**src/ptt_defs.svh**
```systemverilog
// constants for the periodic tick timebase: register layout and tap positions
`ifndef PTT_DEFS_SVH
`define PTT_DEFS_SVH

`define PTT_ADDR_W 4
`define PTT_DATA_W 8
`define PTT_DIV_W 15
`define PTT_RATE_W 3

// register offsets
`define PTT_OFS_CONTROL 4'h0
`define PTT_OFS_IRQ_STATUS 4'h1
`define PTT_OFS_IRQ_MASK 4'h2

// tick_control bit positions
`define PTT_BIT_FLAG 7
`define PTT_BIT_RATE_HI 6
`define PTT_BIT_RATE_LO 4
`define PTT_BIT_ACK 3
`define PTT_BIT_IRQ_EN 2
`define PTT_BIT_ON 1

// irq status / mask bit positions
`define PTT_EVT_TICK 0
`define PTT_EVT_OVERRUN 1
`define PTT_EVT_W 2

// reset values
`define PTT_RST_RATE 3'h0
`define PTT_RST_EVT 2'h0

// divider bit index whose rising edge marks each tap (tap = 2^(idx+1))
`define PTT_TAP_32768 4'hE
`define PTT_TAP_8192 4'hC
`define PTT_TAP_2048 4'hA
`define PTT_TAP_128 4'h6
`define PTT_TAP_64 4'h5
`define PTT_TAP_32 4'h4
`define PTT_TAP_16 4'h3

`endif

```
**src/ptt_pkg.sv**
```systemverilog
// types shared by the periodic tick timebase files
package ptt_pkg;
  typedef enum logic [2:0] {
    PTT_RATE_32768,
    PTT_RATE_8192,
    PTT_RATE_2048,
    PTT_RATE_128,
    PTT_RATE_64,
    PTT_RATE_32,
    PTT_RATE_16,
    PTT_RATE_1
  } ptt_rate_t;

  typedef enum logic [1:0] {
    PTT_MODE_RUN,
    PTT_MODE_WAIT,
    PTT_MODE_STOP
  } ptt_mode_t;
endpackage

```
**src/ptt_clk_select.sv**
```systemverilog
// tick source clock selection and stop-mode gating, registered as a level
`timescale 1ns/1ns
`include "ptt_defs.svh"
module ptt_clk_select
  import ptt_pkg::*;
(
  input wire logic sys_clk,
  input wire logic sys_rst,
  input wire logic external_clock,
  input wire logic internal_clock,
  input wire logic external_clock_on,
  input wire logic osc_keep_in_stop,
  input wire ptt_mode_t power_mode,
  output logic tick_source_clock
);
  typedef struct packed {
    logic tick;
  } ptt_cs_state_t;

  ptt_cs_state_t st;
  ptt_cs_state_t next_st;

  always_comb begin
    next_st = st;
    // external clock wins whenever enabled, even if bus runs internal
    next_st.tick = external_clock_on ? external_clock : internal_clock;
    // clock generator halts in stop unless kept running
    if (power_mode == PTT_MODE_STOP && !osc_keep_in_stop) begin
      next_st.tick = 1'b0;
    end
  end

  always_ff @(posedge sys_clk or posedge sys_rst) begin
    if (sys_rst) begin
      st <= '0;
    end else begin
      st <= next_st;
    end
  end

  assign tick_source_clock = st.tick;
endmodule

```
**src/ptt_divider.sv**
```systemverilog
// 15-stage divider chain with selectable rollover tap
`timescale 1ns/1ns
`include "ptt_defs.svh"
module ptt_divider
  import ptt_pkg::*;
(
  input wire logic sys_clk,
  input wire logic sys_rst,
  input wire logic timebase_on,
  input wire logic tick_en,
  input wire ptt_rate_t rate_select,
  output logic rollover
);
  typedef struct packed {
    logic [`PTT_DIV_W-1:0] count;
  } ptt_div_state_t;

  ptt_div_state_t st;
  ptt_div_state_t next_st;
  logic [3:0] tap_idx;
  logic [`PTT_DIV_W-1:0] inc;

  always_comb begin
    case (rate_select)
      PTT_RATE_32768: tap_idx = `PTT_TAP_32768;
      PTT_RATE_8192: tap_idx = `PTT_TAP_8192;
      PTT_RATE_2048: tap_idx = `PTT_TAP_2048;
      PTT_RATE_128: tap_idx = `PTT_TAP_128;
      PTT_RATE_64: tap_idx = `PTT_TAP_64;
      PTT_RATE_32: tap_idx = `PTT_TAP_32;
      PTT_RATE_16: tap_idx = `PTT_TAP_16;
      default: tap_idx = 4'h0;
    endcase
  end

  always_comb begin
    next_st = st;
    inc = st.count + 15'h0001;
    rollover = 1'b0;
    if (!timebase_on) begin
      next_st.count = '0;
    end else if (tick_en) begin
      next_st.count = inc;
      // rate 1 fires every source tick; others on tap bit rising
      if (rate_select == PTT_RATE_1) begin
        rollover = 1'b1;
      end else begin
        // tap bit low->high: first at half the tap count from zero, then every full tap
        rollover = !st.count[tap_idx] && inc[tap_idx];
      end
    end
  end

  always_ff @(posedge sys_clk or posedge sys_rst) begin
    if (sys_rst) begin
      st <= '0;
    end else begin
      st <= next_st;
    end
  end
endmodule

```
**src/ptt_timebase.sv**
```systemverilog
// periodic tick timebase: control register, sticky tick flag, interrupt logic
`timescale 1ns/1ns
`include "ptt_defs.svh"
module ptt_timebase
  import ptt_pkg::*;
(
  input wire logic sys_clk,
  input wire logic sys_rst,
  input wire logic [`PTT_ADDR_W-1:0] reg_addr,
  input wire logic [`PTT_DATA_W-1:0] reg_wdata,
  input wire logic reg_write,
  input wire logic reg_read,
  output logic [`PTT_DATA_W-1:0] reg_rdata,
  input wire logic external_clock,
  input wire logic internal_clock,
  input wire logic external_clock_on,
  input wire logic osc_keep_in_stop,
  input wire ptt_mode_t power_mode,
  output logic tick_irq,
  output logic wake_request,
  output logic irq
);
  typedef struct packed {
    logic tick_flag;
    ptt_rate_t rate_select;
    logic tick_irq_enable;
    logic timebase_on;
    logic [`PTT_EVT_W-1:0] irq_status;
    logic [`PTT_EVT_W-1:0] irq_mask;
    logic [`PTT_DATA_W-1:0] rdata;
    logic src_prev;
  } ptt_state_t;

  ptt_state_t st;
  ptt_state_t next_st;
  logic tick_source_clock;
  logic tick_en;
  logic rollover;
  logic cpu_ok;
  logic wr;
  logic rd;
  logic [`PTT_EVT_W-1:0] evt;
  logic [`PTT_DATA_W-1:0] ctrl_view;

  ptt_clk_select u_clk_select (
    .sys_clk(sys_clk),
    .sys_rst(sys_rst),
    .external_clock(external_clock),
    .internal_clock(internal_clock),
    .external_clock_on(external_clock_on),
    .osc_keep_in_stop(osc_keep_in_stop),
    .power_mode(power_mode),
    .tick_source_clock(tick_source_clock)
  );

  ptt_divider u_divider (
    .sys_clk(sys_clk),
    .sys_rst(sys_rst),
    .timebase_on(st.timebase_on),
    .tick_en(tick_en),
    .rate_select(st.rate_select),
    .rollover(rollover)
  );

  // rising edge of the registered source gives one enable pulse per source period
  assign tick_en = tick_source_clock && !st.src_prev;
  // bus is cut off in wait and stop; the divider keeps running in wait
  assign cpu_ok = (power_mode == PTT_MODE_RUN);
  assign wr = reg_write && cpu_ok;
  assign rd = reg_read && cpu_ok;

  always_comb begin
    ctrl_view = '0;
    ctrl_view[`PTT_BIT_FLAG] = st.tick_flag;
    ctrl_view[`PTT_BIT_RATE_HI:`PTT_BIT_RATE_LO] = st.rate_select;
    ctrl_view[`PTT_BIT_ACK] = 1'b0;
    ctrl_view[`PTT_BIT_IRQ_EN] = st.tick_irq_enable;
    ctrl_view[`PTT_BIT_ON] = st.timebase_on;
  end

  always_comb begin
    next_st = st;
    next_st.src_prev = tick_source_clock;
    evt = '0;
    evt[`PTT_EVT_TICK] = rollover;
    // a rollover while the flag still stands means a lost tick
    evt[`PTT_EVT_OVERRUN] = rollover && st.tick_flag;

    if (wr && reg_addr == `PTT_OFS_CONTROL) begin
      // flag bit itself ignores writes
      next_st.rate_select = ptt_rate_t'(reg_wdata[`PTT_BIT_RATE_HI:`PTT_BIT_RATE_LO]);
      next_st.tick_irq_enable = reg_wdata[`PTT_BIT_IRQ_EN];
      next_st.timebase_on = reg_wdata[`PTT_BIT_ON];
      if (reg_wdata[`PTT_BIT_ACK]) begin
        next_st.tick_flag = 1'b0;
      end
    end
    // set wins over a same-cycle acknowledge
    if (rollover) begin
      next_st.tick_flag = 1'b1;
    end

    if (wr && reg_addr == `PTT_OFS_IRQ_MASK) begin
      next_st.irq_mask = reg_wdata[`PTT_EVT_W-1:0];
    end
    if (wr && reg_addr == `PTT_OFS_IRQ_STATUS) begin
      next_st.irq_status = st.irq_status & ~reg_wdata[`PTT_EVT_W-1:0];
    end
    next_st.irq_status = next_st.irq_status | evt;

    next_st.rdata = '0;
    if (rd) begin
      case (reg_addr)
        `PTT_OFS_CONTROL: next_st.rdata = ctrl_view;
        `PTT_OFS_IRQ_STATUS: next_st.rdata[`PTT_EVT_W-1:0] = st.irq_status;
        `PTT_OFS_IRQ_MASK: next_st.rdata[`PTT_EVT_W-1:0] = st.irq_mask;
        default: next_st.rdata = '0;
      endcase
    end
  end

  always_ff @(posedge sys_clk or posedge sys_rst) begin
    if (sys_rst) begin
      st.tick_flag <= 1'b0;
      st.rate_select <= ptt_rate_t'(`PTT_RST_RATE);
      st.tick_irq_enable <= 1'b0;
      st.timebase_on <= 1'b0;
      st.irq_status <= `PTT_RST_EVT;
      st.irq_mask <= `PTT_RST_EVT;
      st.rdata <= '0;
      st.src_prev <= 1'b0;
    end else begin
      st <= next_st;
    end
  end

  assign reg_rdata = st.rdata;
  assign tick_irq = st.tick_flag && st.tick_irq_enable;
  // the request doubles as wake source; stop only sees it if the source runs
  assign wake_request = tick_irq;
  assign irq = |(st.irq_status & st.irq_mask);
endmodule

```
**config.mk**
```make
export PLATFORM = sky130hd
export DESIGN_NAME = ptt_timebase
export DESIGN_NICKNAME = d
export VERILOG_FILES = /design/src/ptt_pkg.sv /design/src/ptt_clk_select.sv /design/src/ptt_divider.sv /design/src/ptt_timebase.sv
export VERILOG_INCLUDE_DIRS = /design/src
export SDC_FILE = /design/constraint.sdc
export NUM_CORES = 1
export LEC_CHECK = 0
export ABC_CLOCK_PERIOD_IN_PS = 1900
export BUFFER_PORTS_ARGS = -buffer_cell sky130_fd_sc_hd__buf_2
export CAP_MARGIN = 40
export CORE_MARGIN = 2
export CORE_UTILIZATION = 45
export DETAILED_ROUTE_END_ITERATION = 16
export PLACE_DENSITY = 0.69
export SETUP_SLACK_MARGIN = 0.4
export SLEW_MARGIN = 20
export SYNTH_ARGS = -nofsm -noshare
export SYNTH_HDL_FRONTEND = slang
export SYNTH_SLANG_ARGS = --single-unit
```
**constraint.sdc**
```tcl
create_clock -name sys_clk -period 1.9 [get_ports sys_clk]
set_input_delay 0.19 -clock sys_clk [delete_from_list [all_inputs] [get_ports sys_clk]]
set_output_delay 0.19 -clock sys_clk [all_outputs]
set_load 0.02 [all_outputs]
```
==> results_dict.tcl <==
set metrics [dict create \
    async_flop_share_pct 100.0 \
    leakage_nw 1.117 \
    die_w_um 68.90 \
    p_int_mw 1.175 \
    dp.cells 269 \
    postRouteAntennaNets 0 \
    syn_area_per_cell_um2 9.721 \
    synth_edf_count 0 \
    crit_path_max_incr_delay_ns 0.45 \
    whs_endpoint "u_clk_select.tick_source_clock" \
    rr_endpoint "st[11]" \
    drcViolationCount 0 \
    worstPathCellList "ha_4 -> xor2_1 -> o31a_1 -> o21ai_1 -> a211o_1 -> or3_4 -> nand3_1" \
    synth_xor_area_share_pct 5.545 \
    synthAdderAreaFrac_pct 0.6601 \
    grt_max_degree 35 \
    fmax_mhz 580.0 \
    syn_to_final_growth_pct 30.30 \
    cts.path.max_buffers 2 \
    fin_cells 292 \
    cts-root-buf "clkbuf_8" \
    antenna_cells 0 \
    ys_types 43 \
    hp-start "power_mode[1]" \
    clkPwrFrac_pct 34.8 \
    synth_top_family_by_area "simple AND/OR/NAND/NOR gates" \
    fin_crit_sh_pct 90.74 \
    ir_drop_mv 0.3194 \
    synth_compound_area_share_pct 12.61 \
    setup_tns_ns 0 \
    seq_power_share_pct 49.3 \
    tritoncts "done" \
    finClkSkew_ns 0.006143 \
    crit_required_ns 2.13 \
    switchingPower_mw 0.4378 \
    layout_commonest_cell "buf_2" \
    synth-seq-cells 34 \
    crit_path_start "u_divider.st[0]" \
    viasPerCell 5.247 \
    syn-cell-area_um2 1896 \
    grt_pass1_wl_mm 6.127 \
    hold_viol 0 \
    synth_ff_type "dfrtp_1" \
    p_comb_share_pct 16.0 \
    grt_overflow 0 \
    setup-violations-final 0 \
    crit_family "compound AO/OA/AOI/OAI gates" \
    min_period_ns 1.724 \
    yosys_warnings 0 \
    crit_path_end_kind "flop" \
    muxShareOfSynthArea_pct 5.743 \
    track_usage_pct 17.51 \
    firstDrtPassIters 4 \
    fillers 342 \
    cp_data_arrival_time_ns 1.95 \
    path_clk_slew_ns 0.07 \
    die_area_um2 4747 \
    io_buffers 30 \
    pin_count 33 \
    holdPathStages 2 \
    wl_per_cell_um 13.20 \
    core-area_um2 4029 \
    reg2reg_depth 7 \
    drv_slew 0 \
    synth_nets 218 \
    die_h_um 68.90 \
    insertion_delay_ns 0.29 \
    ys_seq_area_share_pct 44.88 \
    drtIter0Drc 107 \
    start_util_pct 47.05 \
    dp_hpwl_mm 2.642 \
    htreeDepth 2 \
    crit_path_start_kind "flop" \
    gp_congestion 0.8545 \
    final_core_util_pct 61.30 \
    rsz0062_at_grt "true" \
    dr_total_vias 1532 \
    outcome "complete, no violations" \
    grt_pass1_vias 1305 \
    drive_above_1_share_pct 41.32 \
    cp_slowest_cell "dfrtp_2" \
    antenna_found_initial 0 \
    synth-simple-area-share_pct 23.17 \
    path_class "flop to flop" \
    worst-path-buf-inv 0 \
    swShare_pct 27.14 \
    crit_cells 7 \
    finalWirelength_mm 3.855 \
    final_cell_mix "buf_2, dfrtp_1, buf_4, and2_1, xnor2_1" \
    power_density_nw_per_um2 653.1 \
    cts_buffers 5 \
    worstReg2RegStart "u_divider.st[0]" \
    r2r_slack_ns 0.18 \
    rows 23 \
    critPathMaxFanout 4 \
    final_nets 264 \
    hold_path_class "primary input to flop" \
    drv_cap 0 \
    syn_inst 195 \
    clock-sinks 34 \
]
==> state kept, by name, summed over array words and instances (netlist names) <==
register,flops
ctrl_view,6
reg_rdata,7
st,5
u_clk_select.tick_source_clock,1
u_divider.st,15
==> worst max path at each step <==
stage / endpoint / slack (ns)
global placement: st[11] / 0.13
CTS: st[11] / 0.15
floorplan: st[11] / 0.22
detailed placement: st[11] / 0.12
global route: st[11] / 0.09
finish: st[11] / 0.18
==> Yosys cell counts, drive strengths merged (2+ instances only) <==
master  instances  area, um2
a21boi          5      37.53
a21oi           5      25.02
a22o            3      26.28
a22oi           2      15.01
a31oi           2      12.51
a41oi           2      17.52
and2           14      87.58
buf            14      97.59
clkbuf          5      20.01
dfrtp          34      850.8
inv             5      18.77
mux2            7      78.83
mux2i           3      30.03
nand2          11      41.29
nand2b          3      18.77
nand3          11      67.57
nand4           6      43.79
nor2            9      33.78
nor2b           5      31.28
nor3            6      30.03
nor4            3      18.77
o21ai           8      40.04
or3             7      43.79
xnor2          11      96.34
==> per-layer routing <==
layer	wire length (um)	share of wire, %	GRT usage [%]	up-vias
met4	50	1.3	5.882	0
li1	-	-	-	777
met5	0	0	0	-
met3	167	4.3	5.357	4
met1	1816	47	24.21	713
met2	1820	47	25.96	38
==> through the flow <==
| step | worst slack (ns) | hold slack [ns] | total power [mW] | instance area, um2 |
|---|---|---|---|---|
| after floorplan | 0.2171 | 0.2616 | 0.9485 | 1924 |
| after global placement | 0.1329 | 0.2986 | 1.025 | 2117 |
| after detailed placement | 0.1191 | 0.3105 | 1.029 | 2117 |
| after CTS | 0.1451 | 0.07826 | 1.604 | 2291 |
| after global routing | 0.09320 | 0.07183 | 1.704 | 2470 |
| final | 0.1759 | 0.07990 | 1.613 | 2470 |
==> layout make-up <==
cell class	count	area (um2)	share of cell area (%)
multi-input cells	137	1046	42.35
well taps	50	62.56	2.533
clock inverters	2	12.51	0.5066
repair buffers	58	386.6	15.65
inverters	5	18.77	0.7599
flip-flops and latches	34	860.8	34.85
clock buffers	6	82.58	3.343
==> power groups by stage <==
stage | clock network [mW] | registers [mW] | logic, mW
final | 0.561 | 0.795 | 0.258
after global routing | 0.619 | 0.801 | 0.284
after CTS | 0.581 | 0.790 | 0.232
after detailed placement | 0 | 0.804 | 0.225
after global placement | 0 | 0.803 | 0.222
after floorplan | 0 | 0.784 | 0.165
==> cells by family (layout without fill, tap and decap cells) <==
logic type,count (synthesis),in the layout
other,1,1
and+or+nand+nor,78,78
xor gates and xnor gates,12,12
muxes,10,10
DFF,34,34
adders and majority gates,1,1
AOI/OAI and AO/OA,35,35
buffers and inverters,24,71
==> what timing repair did <==
action / CTS / global route
hold buffers: 1 / 0
pin swaps: 2 / 14
setup endpoints to repair: 11 / 12
resized for setup: 10 / 21
endpoints found under the hold margin: 31 / 0
setup buffers: 5 / 9
Note: power is estimated with default switching activity, not from simulation.
